**src/verilog/rstseq_cfg.svh**
```systemverilog
// Constants for the reset state sequencer.
`ifndef RSTSEQ_CFG_SVH
`define RSTSEQ_CFG_SVH
`define RSTSEQ_NUM_SRC      8
`define RSTSEQ_SRC_POR      0
`define RSTSEQ_SRC_PIN      1
`define RSTSEQ_SRC_CMP      2
`define RSTSEQ_SRC_SW       3
`define RSTSEQ_SRC_SUPPLY   4
`define RSTSEQ_SRC_WDOG     5
`define RSTSEQ_SRC_MCLK     6
`define RSTSEQ_SRC_FLASH    7
`define RSTSEQ_PORT_WIDTH   16
`define RSTSEQ_PC_WIDTH     16
`define RSTSEQ_PC_RESET     16'h0000
`define RSTSEQ_LATCH_RESET  1'b1
`define RSTSEQ_CLKSEL_INT   2'h0
`define RSTSEQ_RELEASE_CYC  2
`endif

```
**src/verilog/rstseq_pkg.sv**
```systemverilog
// Types for the reset state sequencer.
package rstseq_pkg;
    typedef enum logic [1:0] {
        RSTSEQ_RUN,
        RSTSEQ_HOLD,
        RSTSEQ_RELEASE
    } rstseq_state_t;
    typedef logic [1:0] rstseq_clksel_t;
endpackage : rstseq_pkg

```
**src/verilog/rstseq_ctl_if.sv**
```systemverilog
// Interface carrying the request summary between the sequencer and its helpers.
`timescale 1ns/1ps
interface rstseq_ctl_if;
    logic       any_req;
    logic       por_req;
    logic       drive_pin;
    logic [7:0] cause;
    modport src  (output any_req, output por_req, output drive_pin, output cause);
    modport seq  (input  any_req, input  por_req, input  drive_pin, input  cause);
endinterface : rstseq_ctl_if

```
**src/verilog/rstseq_collect.sv**
```systemverilog
// Collects the eight reset requests into one summary.
`timescale 1ns/1ps
`include "rstseq_cfg.svh"
module rstseq_collect
    import rstseq_pkg::*;
(
    // Requests, active high.
    input  wire logic [`RSTSEQ_NUM_SRC-1:0] req,
    // Summary.
    rstseq_ctl_if.src                      ctl
);
    // Any single source is enough to start reset.
    always_comb begin
        ctl.any_req   = |req;
        ctl.por_req   = req[`RSTSEQ_SRC_POR];
        // Supply monitor and power-on pull the pin low themselves.
        ctl.drive_pin = req[`RSTSEQ_SRC_POR] | req[`RSTSEQ_SRC_SUPPLY];
        ctl.cause     = req;
    end
endmodule : rstseq_collect

```
**src/verilog/rstseq_release.sv**
```systemverilog
// Counts the synchronous release delay after requests go away.
`timescale 1ns/1ps
`include "rstseq_cfg.svh"
module rstseq_release
    import rstseq_pkg::*;
#(
    parameter int RELEASE_CYC = `RSTSEQ_RELEASE_CYC
)
(
    // Clock and reset.
    input  wire logic clk,
    input  wire logic arst_n,
    // Control.
    input  wire logic hold,
    output logic      done
);
    logic [7:0] cnt;
    logic [7:0] next_cnt;
    initial begin
        if (RELEASE_CYC < 1 || RELEASE_CYC > 255) begin
            $error("RELEASE_CYC out of range");
        end
    end
    // Restart while held so every module sees one common release edge.
    always_comb begin
        if (hold) begin
            next_cnt = 8'h00;
        end else if (cnt != RELEASE_CYC[7:0]) begin
            next_cnt = cnt + 8'h01;
        end else begin
            next_cnt = cnt;
        end
    end
    always_ff @(posedge clk or negedge arst_n) begin
        if (!arst_n) begin
            cnt <= 8'h00;
        end else begin
            cnt <= next_cnt;
        end
    end
    assign done = (cnt == RELEASE_CYC[7:0]);
endmodule : rstseq_release

```
**src/verilog/rstseq_top.sv**
```systemverilog
// Reset state sequencer top level.
`timescale 1ns/1ps
`include "rstseq_cfg.svh"
module rstseq_top
    import rstseq_pkg::*;
#(
    parameter int PORT_WIDTH  = `RSTSEQ_PORT_WIDTH,
    parameter int RELEASE_CYC = `RSTSEQ_RELEASE_CYC
)
(
    // Clock and reset.
    input  wire logic                           clk,
    input  wire logic                           arst_n,
    // Reset requests, active high except reset_pin_n_in, which is active low.
    input  wire logic                           por_req,
    input  wire logic                           reset_pin_n_in,
    input  wire logic                           cmp_req,
    input  wire logic                           sw_req,
    input  wire logic                           supply_req,
    input  wire logic                           wdog_req,
    input  wire logic                           mclk_req,
    input  wire logic                           flash_req,
    // Reset pin drive, open drain.
    output logic                                reset_pin_n_out,
    output logic                                reset_pin_n_oe,
    // Core control.
    output logic                                core_halt,
    output logic [`RSTSEQ_PC_WIDTH-1:0]         pc_load,
    output logic                                pc_load_en,
    // Module register reset strobes.
    output logic                                reg_reset,
    output logic                                reg_por_reset,
    // Port pin control.
    output logic [PORT_WIDTH-1:0]               port_latch_force,
    output logic                                port_force,
    output logic                                port_open_drain,
    output logic                                port_weak_pullup,
    // Interrupt, timer, watchdog and clock control.
    output logic                                irq_disable,
    output logic                                timer_disable,
    output logic                                wdog_enable,
    output rstseq_clksel_t                      clk_sel,
    output logic                                clk_sel_load,
    // Status.
    output logic [`RSTSEQ_NUM_SRC-1:0]          last_cause,
    output logic                                in_reset
);
    initial begin
        if (PORT_WIDTH < 1 || PORT_WIDTH > 64) begin
            $error("PORT_WIDTH out of range");
        end
    end

    rstseq_ctl_if ctl ();
    logic [`RSTSEQ_NUM_SRC-1:0] req;
    logic                       rel_done;

    // Gather the eight sources; the pin request arrives inverted.
    // While we pull the pin low ourselves, its low level is our own echo and
    // not a request, otherwise the reset would hold itself forever.
    always_comb begin
        req                         = '0;
        req[`RSTSEQ_SRC_POR]        = por_req;
        req[`RSTSEQ_SRC_PIN]        = ~reset_pin_n_in & ~reset_pin_n_oe;
        req[`RSTSEQ_SRC_CMP]        = cmp_req;
        req[`RSTSEQ_SRC_SW]         = sw_req;
        req[`RSTSEQ_SRC_SUPPLY]     = supply_req;
        req[`RSTSEQ_SRC_WDOG]       = wdog_req;
        req[`RSTSEQ_SRC_MCLK]       = mclk_req;
        req[`RSTSEQ_SRC_FLASH]      = flash_req;
    end

    rstseq_collect u_collect (
        .req (req),
        .ctl (ctl.src)
    );

    rstseq_state_t state;
    rstseq_state_t next_state;
    logic          pin_hold;
    logic          next_pin_hold;
    logic          por_seen;
    logic          next_por_seen;
    logic [`RSTSEQ_NUM_SRC-1:0] cause;
    logic [`RSTSEQ_NUM_SRC-1:0] next_cause;

    rstseq_release #(
        .RELEASE_CYC (RELEASE_CYC)
    ) u_release (
        .clk    (clk),
        .arst_n (arst_n),
        .hold   (ctl.any_req),
        .done   (rel_done)
    );

    // Sequencer: run, held in reset, then a clocked release.
    always_comb begin
        next_state    = state;
        next_pin_hold = pin_hold;
        next_por_seen = por_seen;
        next_cause    = cause;
        case (state)
            RSTSEQ_RUN: begin
                if (ctl.any_req) begin
                    next_state    = RSTSEQ_HOLD;
                    next_cause    = ctl.cause;
                    next_pin_hold = ctl.drive_pin;
                    next_por_seen = ctl.por_req;
                end
            end
            RSTSEQ_HOLD: begin
                // Collect every cause seen while held, so none is lost.
                next_cause    = cause | ctl.cause;
                next_pin_hold = pin_hold | ctl.drive_pin;
                next_por_seen = por_seen | ctl.por_req;
                if (!ctl.any_req) begin
                    next_state = RSTSEQ_RELEASE;
                end
            end
            RSTSEQ_RELEASE: begin
                if (ctl.any_req) begin
                    next_state    = RSTSEQ_HOLD;
                    next_cause    = cause | ctl.cause;
                    next_pin_hold = pin_hold | ctl.drive_pin;
                    next_por_seen = por_seen | ctl.por_req;
                end else if (rel_done) begin
                    next_state    = RSTSEQ_RUN;
                    next_pin_hold = 1'b0;
                    next_por_seen = 1'b0;
                end
            end
            default: begin
                next_state = RSTSEQ_HOLD;
            end
        endcase
    end

    // Reset itself lands in hold with a power-on style pin drive.
    always_ff @(posedge clk or negedge arst_n) begin
        if (!arst_n) begin
            state    <= RSTSEQ_HOLD;
            pin_hold <= 1'b1;
            por_seen <= 1'b1;
            cause    <= 8'h01;
        end else begin
            state    <= next_state;
            pin_hold <= next_pin_hold;
            por_seen <= next_por_seen;
            cause    <= next_cause;
        end
    end

    // Registered outputs; they are built from next_state, so they change on the same edge as the state.
    logic                      rst_q;
    logic                      next_rst_q;
    logic                      exit_q;
    logic                      next_exit_q;
    logic                      pin_q;
    logic                      next_pin_q;
    logic                      por_q;
    logic                      next_por_q;

    always_comb begin
        next_rst_q  = (next_state != RSTSEQ_RUN);
        next_exit_q = (state == RSTSEQ_RELEASE) && (next_state == RSTSEQ_RUN);
        next_pin_q  = next_pin_hold && (next_state != RSTSEQ_RUN);
        next_por_q  = next_por_seen && (next_state != RSTSEQ_RUN);
    end

    always_ff @(posedge clk or negedge arst_n) begin
        if (!arst_n) begin
            rst_q  <= 1'b1;
            exit_q <= 1'b0;
            pin_q  <= 1'b1;
            por_q  <= 1'b1;
        end else begin
            rst_q  <= next_rst_q;
            exit_q <= next_exit_q;
            pin_q  <= next_pin_q;
            por_q  <= next_por_q;
        end
    end

    // Core and register control follow the reset level; reg_por_reset also needs por_seen.
    assign in_reset         = rst_q;
    assign core_halt        = rst_q;
    assign reg_reset        = rst_q;
    assign reg_por_reset    = por_q;
    // Only the open-drain enable is driven; the pin is never pulled high here.
    assign reset_pin_n_out  = 1'b0;
    assign reset_pin_n_oe   = pin_q;
    // Ports: latches high in open drain, forced while held.
    assign port_force       = rst_q;
    assign port_latch_force = {PORT_WIDTH{`RSTSEQ_LATCH_RESET}};
    assign port_open_drain  = rst_q;
    // Pull-ups are enabled in every state; no input here can change it.
    assign port_weak_pullup = 1'b1;
    assign irq_disable      = rst_q;
    assign timer_disable    = rst_q;
    // Exit actions: program counter and clock default loads held through reset and one cycle past the exit.
    assign pc_load          = `RSTSEQ_PC_RESET;
    assign pc_load_en       = rst_q | exit_q;
    assign clk_sel          = `RSTSEQ_CLKSEL_INT;
    assign clk_sel_load     = rst_q | exit_q;
    assign wdog_enable      = rst_q | exit_q;
    // No RAM control exists here, so a reset leaves RAM contents alone.
    assign last_cause       = cause;
endmodule : rstseq_top

```
**config.mk**
```make
export PLATFORM = sky130hd
export DESIGN_NAME = rstseq_top
export DESIGN_NICKNAME = d
export VERILOG_FILES = /design/src/verilog/rstseq_pkg.sv /design/src/verilog/rstseq_ctl_if.sv /design/src/verilog/rstseq_collect.sv /design/src/verilog/rstseq_release.sv /design/src/verilog/rstseq_top.sv
export VERILOG_INCLUDE_DIRS = /design/src /design/src/verilog
export SDC_FILE = /design/constraint.sdc
export NUM_CORES = 1
export LEC_CHECK = 0
export ABC_AREA = 1
export BUFFER_PORTS_ARGS = -buffer_cell sky130_fd_sc_hd__buf_2
export CORE_AREA = 2 2 65 67
export DETAILED_ROUTE_END_ITERATION = 7
export DIE_AREA = 0 0 67 69
export GPL_TIMING_DRIVEN = 0
export PLACE_DENSITY = 0.86
export SLEW_MARGIN = 20
export SYNTH_ARGS = -nofsm -noshare
export SYNTH_HDL_FRONTEND = slang
export SYNTH_SLANG_ARGS = --single-unit
```
**constraint.sdc**
```tcl
create_clock -name clk -period 1.55 [get_ports clk]
set_input_delay 0.31 -clock clk [delete_from_list [all_inputs] [get_ports clk]]
set_output_delay 0.31 -clock clk [all_outputs]
set_load 0.005 [all_outputs]
```
==> metrics.txt, run 1 <==
result of the run finished clean; count of warnings emitted by yosys 0; static leakage power 1.14 nW; share of final-layout standard cells stronger than drive strength 1 between 40% and 50%; via count of the first global-routing pass between 1000 and 1500; number of hold-slack violations in the final timing report 0; starting DRC count in detailed routing 40; antenna violations before repair 0; TritonCTS Buffers 3; core region area 0.00391 mm²; data required time of the worst path ~1.8 ns; total of max-cap violations 0; worst min-delay path class in2async; Arrival @ worst endpoint 1.71 ns; Max Freq approximately 0.66 GHz; unrepaired setup endpoints after global routing true; non-filler cells in the finished layout approximately 330; clock period minus final worst setup slack about 1.5 ns; leading post-synthesis cells by cell area dfrtp_1, buf_4, dfstp_2; power density normalized to cell area ~1100 mW/mm²; post-synthesis sequential area ratio 37.0%; CP cell instances inv_2 > ha_2 > nand2_1 > nor2_2 > nand2_2 > nand2_1 > nand2_1 > nand2_1 > nand2_2 > clkinv_1 > nand2_2 > nor2_1; clock tree from TritonCTS built; HPWL after DPL 2.38 mm; Core Util, Final about 56%; post-layout power ~2.5 mW; final setup vio count 0; number of core rows 23; FF+latch count, synth 24; critical path's most frequent cell nand2_1; effective utilization at floorplan a little over two fifths; crit path setup slack, layout between 0.04 and 0.05 ns; CTS sink cnt 24; maximum number of pins on one net before global-route repair 25; worst clock skew 0.00281 ns; number of library cell types mapped by synthesis 26; transition time of the tightest slew-check pin 0.539 ns; Die Width 67 µm; total negative slack 0 ns; IO Port Bufs 29; Max Root-Sink Buffers 2; top-level I/O count 66; Critical Path Max Stage Delay 0.39 ns; part of the cycle the worst path needs 97.3%; area share of the leading cell type in the synthesized netlist 25.8%; Reg clk slew, reported paths ~0.080 ns; die area 0.00462 mm²; post-synthesis compound-gate area fraction between 10% and 20%; post-route standard cell area excluding fillers 0.00217 mm²; 1st-pass router iterations 4; Antenna Diode Count 0; number of max-slew violations in the final report 0; largest family of logic cells by synthesized area buffers and inverters; standard cell with the maximum stage delay on the critical path dfrtp_1; met2 routing resource usage after global routing 23.9%; synthesized area divided by synthesized cell count between 8 and 9 µm²; global routing's busiest layer met2; met1 track utilization from global routing 18.2%; Peak supply drop 0.000669 V; Post-DP Area slightly below 0.002 mm²; area fraction in and, or, nand and nor cells after synthesis 18.2%; net total in the final layout 298; cell area after synthesis 0.00165 mm²; clock latency on the worst-skew pair 0.27 ns; DRC 0; vertical die dimension 69 µm; worst setup timing slack at the placement stage -0.0407 ns; total number of vias approximately 1400; multiplexer area fraction after synthesis 0%; total wire length 3.31 mm; overall track demand over capacity in global routing 14.3%; global-route wire length before repair about 5.3 mm; parity-gate share of the synthesized area counting xor and xnor cells 0%; hold_ws between 0.01 and 0.015 ns; average detailed-routed wire length per instance 9.98 µm; number of nets with antenna violations after routing 0; GR Util met3 3.75%; routability cong. approximately 0.83; maximum fanout encountered on the critical timing path 4; # H-tree levels 1; worst rel slew slack between 60% and 70%; WS Path Type reg2reg; area of combinational cells with multiple inputs around 760 µm²; sequential cell area 609 µm²; category of the worst setup path capture point register; critical path startpoint category register; Filler Cells Inserted 371; per-cell via count in the routed design 4.21; Congestion Overflow GR 0; P&R area growth vs syn 32.1%; cell count after synthesis 204; largest area contributor in the synthesized netlist dfrtp_1; library cell used as clock root buffer clkbuf_8; Inst Count DP 317; fraction of the mapped netlist area in adder cells 4.56%
layout by cell type, fill, tap and decap left out, types with 6 or more instances in the layout:
cell	count
dfstp_2	7
o21ai_0	18
nand3_1	6
inv_1	21
nand2_2	9
conb_1	36
buf_4	52
dfrtp_1	17
nand2_1	20
a21oi_1	7
buf_2	29
nor2_1	14
sequential cells by signal, summed over array words and instances (netlist names):
| register | cells |
|---|---|
| pin_hold | 1 |
| core_halt | 1 |
| exit_q | 1 |
| last_cause | 8 |
| u_release.cnt | 8 |
| por_seen | 1 |
| reset_pin_n_oe | 1 |
| reg_por_reset | 1 |
| state | 2 |
report_power, final:
group          switching (mW)  leakage [nW]  total, mW  internal (mW)
Clock                   0.202        0.0288      0.429          0.227
Sequential             0.0978         0.287      0.939          0.841
Combinational           0.528         0.822       1.13          0.600
path summary, 6_finish.rpt:
path | startpoint | endpoint | slack [ns] | cells past startpoint
setup / recovery | u_release.cnt[0] | exit_q | 0.04 | 12
hold reg to reg | last_cause[0] | last_cause[0] | 0.51 | 2
min in group clk | wdog_req | last_cause[5] | 0.32 | 3
hold / removal | arst_n | u_release.cnt[4] | 0.01 | 1
setup reg to reg | u_release.cnt[0] | exit_q | 0.04 | 12
max in group asynchronous | arst_n | core_halt | 1.16 | 1
repair_timing:
| action | in CTS | in global routing |
|---|---|---|
| gates resized for setup | 4 | 16 |
| gates cloned | 0 | 1 |
| hold endpoints to repair | 0 | 0 |
| endpoints found under the setup margin | 4 | 19 |
| hold buffers | 0 | 0 |
| pin swaps | 0 | 7 |
| setup buffers | 0 | 9 |
routing by layer:
layer,vias to the layer above,part of all wire [%],wire length [µm]
li1,709,-,-
met1,618,41,1360
met2,62,50,1650
met3,4,7.8,259
met4,0,0.88,29
met5,-,0,0
synth_stat cells:
library cell and number:
nand2_1 24, clkinv_1 1, a211oi_1 1, nor2_2 3, o21ai_2 3, dfstp_2 7
nor3_1 2, nand3_1 6, inv_1 25, nand4_1 2, nand2_2 7, conb_1 2
o21ai_0 18, o21a_1 1, buf_6 2, o21bai_1 2, nor2_4 1, o21ai_1 1
nand3_2 2, a21oi_1 10, inv_2 1, ha_1 6, buf_4 44, nor2_1 15
dfrtp_1 17, or2_2 1
cell families after synthesis:
| group | Yosys count |
|---|---|
| buffers and inverters | 73 |
| AND/OR/NAND/NOR | 63 |
| AO/OA/AOI/OAI | 36 |
| flip-flops | 24 |
| adder cells (fa/ha/maj) | 6 |
| other | 2 |
critical path, delay by kind of cell, from the launching register on:
family | cells | cell delay, ns
fa+ha+maj | 1 | 0.18
buf+inv | 2 | 0.14
simple gates | 9 | 0.71
flops | 1 | 0.39
cell type report:
cell class | count | share of cell area, %
multi-input combinational | 141 | 34.8
sequential | 24 | 28.0
buffer | 46 | 16.2
timing repair buffer | 39 | 10.9
inverter | 27 | 4.66
tap | 50 | 2.88
clock buffer | 4 | 2.53
Power figures use the tool's default switching activity.
==> run 2: changes to the inputs <==
Settings changed: ABC_CLOCK_PERIOD_IN_PS set to 1550, BUFFER_PORTS_ARGS -buffer_cell sky130_fd_sc_hd__buf_2 to -buffer_cell sky130_fd_sc_hd__clkbuf_2, MAX_ROUTING_LAYER set to met4.
==> run 2 against run 1 <==
- clock skew increased by 0.0046 ns
- final cell count is 0.30% lower
- combinational power is essentially flat
- fmax is 0.38% higher
- utilization increased by 0.83 points
- register-to-register slack is essentially flat
- first-iteration DRC count fell by 10%
- clock power increased by 29%
- critical path depth shrank 2
- power increased by 3.9%
- cell area increased by 1.5%
- sequential cell count unchanged
- critical path type unchanged
- highest routed layer unchanged
==> metrics.txt, run 2 (same netlist as run 1, synthesis figures left out) <==
result of the run finished clean; data required time of the worst path 1.72 ns; commonest cells after routing, fill and taps aside buf_4, conb_1, clkbuf_2; core region area a little under 0.004 mm²; Die Width roughly 67 µm; critical path's most frequent cell nand2_2; clock latency on the worst-skew pair 0.27 ns; Reg2Reg Launch Point reset_pin_n_oe; unrepaired setup endpoints after global routing true; total wire length 3.22 mm; DRC 0; Reg clk slew, reported paths around 0.09 ns; worst clock skew 0.00739 ns; TritonCTS Buffers 3; sequential cell area 609 µm²; critical path startpoint category register; non-filler cells in the finished layout between 300 and 400; WS Path Type reg2reg; category of the worst setup path capture point register; via count of the first global-routing pass 1187; Critical Path Max Stage Delay roughly 0.56 ns; worst min-delay path class in2async; standard cell with the maximum stage delay on the critical path dfstp_2; die area 0.00462 mm²; top-level I/O count between 60 and 70; library cell used as clock root buffer clkbuf_8; overall track demand over capacity in global routing 14.0%; Filler Cells Inserted 360; Core Util, Final 56.4%; maximum fanout encountered on the critical timing path 6; post-layout power approximately 2.6 mW; leading cell type in the layout, fill and taps excluded buf_4; part of the cycle the worst path needs 96.9%; total of max-cap violations 0; number of core rows 23; Congestion Overflow GR 0; average detailed-routed wire length per instance 9.76 µm; effective utilization at floorplan around 42%; maximum number of pins on one net before global-route repair 25; P&R area growth vs syn 34.0%; antenna violations before repair 0; total negative slack 0 ns; CP cell instances inv_2 > nand2_2 > nand3_2 > nor2_4 > buf_6 > nand2_1 > nand2_2 > nand2_2 > nand2_2 > nor2_1; global-route wire length before repair about 5 mm; crit path setup slack, layout 0.0481 ns; number of nets with antenna violations after routing 0; clock tree from TritonCTS built; transition time of the tightest slew-check pin 0.592 ns; power density normalized to cell area 1170 mW/mm²; total number of vias 1412; vertical die dimension 69 µm; per-cell via count in the routed design 4.28; static leakage power around 1.1 nW; IO Port Bufs 29; # H-tree levels 1; Buffers & Inverters on Critical Path 2; clock period minus final worst setup slack 1.50 ns; number of hold-slack violations in the final timing report 0; 1st-pass router iterations 4; share of final-layout standard cells stronger than drive strength 1 46.8%; Peak supply drop 0.00104 V; routability cong. ~0.85; number of max-slew violations in the final report 0; worst setup timing slack at the placement stage -0.0689 ns; CTS sink cnt 24; Max Root-Sink Buffers 2; family with the most delay on the worst path simple AND/OR/NAND/NOR gates; Critical Path Source reset_pin_n_oe; HPWL after DPL 2.37 mm; final setup vio count 0; net total in the final layout 297; Max Freq 0.666 GHz; area of combinational cells with multiple inputs 787 µm²; Inst Count DP 317; Antenna Diode Count 0; Arrival @ worst endpoint 1.67 ns; starting DRC count in detailed routing 36; Hold-fix buffers, CTS 0; worst rel slew slack between 60% and 70%
==> run 2: changes by cell type in the layout (fill, tap and decap cells not counted), moves of 2 or more <==
cell,change
clkbuf_2,+29
ha_1,-2
ha_4,+2
buf_2,-29
o21ai_1,+3
o21ai_0,-3
==> run 2: final cells by class <==
cell class / count / area share (%)
Multi-Input combinational cell: 141 / 35.7
Clock buffer: 3 / 1.87
Sequential cell: 24 / 27.6
Buffer: 46 / 16.0
Inverter: 27 / 4.71
Clock inverter: 1 / 1.36
Tap cell: 50 / 2.83
Timing Repair Buffer: 38 / 9.98
==> run 2: timing repair <==
action                     4_1_cts  5_1_grt
gates resized for setup          5       25
pin swaps                        0        6
buffers inserted                 0        8
cloned                           0        1
setup endpoints to repair        3       18
==> run 2: worst paths after layout <==
check	to	slack [ns]	depth (start not counted)
max	exit_q	0.05	10
min	last_cause[4]	0.02	1
max reg2reg	exit_q	0.05	10
min reg2reg	last_cause[0]	0.51	2
max in group asynchronous	exit_q	1.14	1
min in group clk	last_cause[6]	0.32	3
==> run 2: report_power, final <==
| part | switching [mW] | internal (mW) | total (mW) |
|---|---|---|---|
| registers | 0.102 | 0.841 | 0.943 |
| clock network | 0.209 | 0.346 | 0.555 |
| logic | 0.531 | 0.565 | 1.10 |
| total | 0.842 | 1.75 | 2.59 |
==> run 2: layer usage <==
| metal | share of wire [%] | GRT usage [%] | wire length (µm) | vias to the layer above |
|---|---|---|---|---|
| met3 | 8.1 | 3.10 | 260 | 8 |
| met2 | 49 | 23.2 | 1590 | 67 |
| li1 | - | - | - | 712 |
| met4 | 1.8 | 4.08 | 58 | 0 |
| met5 | 0 | - | 0 | - |
| met1 | 41 | 16.9 | 1320 | 625 |
==> run 2: worst reg2reg max path, cell delays in order, from the launching register on <==
cell	delay (ns)
dfstp_2	0.56
inv_2	0.04
nand2_2	0.07
nand3_2	0.09
nor2_4	0.17
buf_6	0.15
nand2_1	0.07
nand2_2	0.08
nand2_2	0.06
nand2_2	0.08
nor2_1	0.04
==> run 2: metrics by stage <==
step	instance area (µm²)	hold WS, ns
2_1_floorplan	1770	0.0144
3_3_place_gp	1980	0.336
3_5_place_dp	1980	0.340
4_1_cts	2060	0.0396
5_1_grt	2210	0.0679
6_report	2210	0.0230
==> run 3: changes to the inputs <==
--- a/constraint.sdc
+++ b/constraint.sdc
@@ -3,2 +3,2 @@
 set_output_delay 0.31 -clock clk [all_outputs]
-set_load 0.005 [all_outputs]
+set_load 0.02 [all_outputs]
==> run 3 against run 2 <==
- die area stayed put
- register-to-register slack worse by 0.04 ns
- clock-buffer cell count stayed put
- largest power group unchanged
==> metrics.txt, run 3 (same netlist as run 1, synthesis figures left out) <==
result of the run finished clean; die area 0.00462 mm²; antenna violations before repair 0; global-route wire length before repair 5.07 mm; total wire length 3.21 mm; HPWL after DPL roughly 2.4 mm; Buffers & Inverters on Critical Path 2; Post-DP Area 0.00198 mm²; Arrival @ worst endpoint 1.71 ns; unrepaired setup endpoints after global routing true; Critical Path Max Stage Delay around 0.56 ns; number of nets with antenna violations after routing 0; share of final-layout standard cells stronger than drive strength 1 44.6%; clock period minus final worst setup slack 1.54 ns; worst rel slew slack 60.3%; post-route standard cell area excluding fillers 0.00219 mm²; part of the cycle the worst path needs approximately 100%; Inst Count DP 317; transition time of the tightest slew-check pin 0.596 ns; Hold-fix buffers, CTS 0; average detailed-routed wire length per instance 9.74 µm; family with the most delay on the worst path simple AND/OR/NAND/NOR gates; post-layout power 2.94 mW; crit path setup slack, layout 0.00587 ns; library cell used as clock root buffer clkbuf_8; total of max-cap violations 0; standard cell with the maximum stage delay on the critical path dfstp_2; number of hold-slack violations in the final timing report 0; top-level I/O count 66; total number of vias between 1000 and 1500; overall track demand over capacity in global routing 14.2%; maximum number of pins on one net before global-route repair 25; power density normalized to cell area 1340 mW/mm²; Congestion Overflow GR 0; critical path's most frequent cell nand2_2; via count of the first global-routing pass 1206; Antenna Diode Count 0; clock tree from TritonCTS built; starting DRC count in detailed routing 56; Max Freq between 0.6 and 0.7 GHz; worst setup timing slack at the placement stage -0.0689 ns; hold_ws 0.0198 ns; commonest cells after routing, fill and taps aside buf_4, conb_1, clkbuf_2; CTS sink cnt 24; number of core rows 23; IO Port Bufs 29; Die Width 67 µm; clock latency on the worst-skew pair 0.28 ns; non-filler cells in the finished layout 330; net total in the final layout 297; DRC 0; static leakage power roughly 1.2 nW; per-cell via count in the routed design ~4.2; register-to-register setup slack 0.006 ns; CP cell instances inv_2 > nand2_2 > nand3_2 > nor2_4 > buf_6 > nand2_1 > nand2_1 > nand2_2 > nand2_2 > nor2_1; worst clock skew 0.00917 ns; 1st-pass router iterations 4; Reg clk slew, reported paths 0.09 ns; vertical die dimension about 69 µm; total negative slack 0 ns; # H-tree levels 1; Core Util, Final between 50% and 60%; leading cell type in the layout, fill and taps excluded buf_4; worst min-delay path class in2async; data required time of the worst path 1.72 ns; number of max-slew violations in the final report 0; category of the worst setup path capture point register; Peak supply drop 0.00107 V; TritonCTS Buffers 3; Max Root-Sink Buffers 2; P&R area growth vs syn 33.0%; critical path startpoint category register; final setup vio count 0; effective utilization at floorplan ~42%; routability cong. 0.845; core region area slightly below 0.004 mm²; maximum fanout encountered on the critical timing path 6; WS Path Type reg2reg
run 3: area by class of cell:
type	instances	area, µm²
sequential	24	609
multi-input combinational	141	753
clock inverter	1	30.0
fill	368	1720
clock buffer	3	41.3
tap	50	62.6
inverter	27	101
buffer	46	353
timing repair buffer	38	239
run 3: worst paths after layout:
path	cells after the start	to	start
worst max-delay path	10	exit_q	reset_pin_n_oe
max in group asynchronous	1	exit_q	arst_n
worst max register to register	10	exit_q	reset_pin_n_oe
worst min-delay path	1	last_cause[3]	arst_n
min in group clk	3	last_cause[6]	mclk_req
worst min register to register	2	last_cause[4]	last_cause[4]
run 3: what timing repair did:
item	in CTS	in global routing
resized for setup	5	19
setup buffers	1	7
pin swaps	0	6
setup endpoints to repair	5	18
cloned	0	1
run 3: worst reg2reg max path, delay by kind of cell (launching register included):
kind                   cells  cell delay (ns)
and+or+nand+nor            8             0.68
DFF                        1             0.56
buffers and inverters      2             0.19
run 3: metal layers:
layer	wire length [µm]	global-route usage (%)
met1	1320	17.0
met2	1590	23.7
met3	242	3.10
met4	61	4.31
met5	0	-
run 3: power breakdown:
| group | switching [mW] | total (mW) | leakage (nW) | internal [mW] |
|---|---|---|---|---|
| Sequential | 0.0951 | 0.935 | 0.287 | 0.840 |
| Clock | 0.210 | 0.555 | 0.0357 | 0.346 |
| Combinational | 0.846 | 1.45 | 0.832 | 0.601 |
| Total | 1.15 | 2.94 | 1.16 | 1.79 |
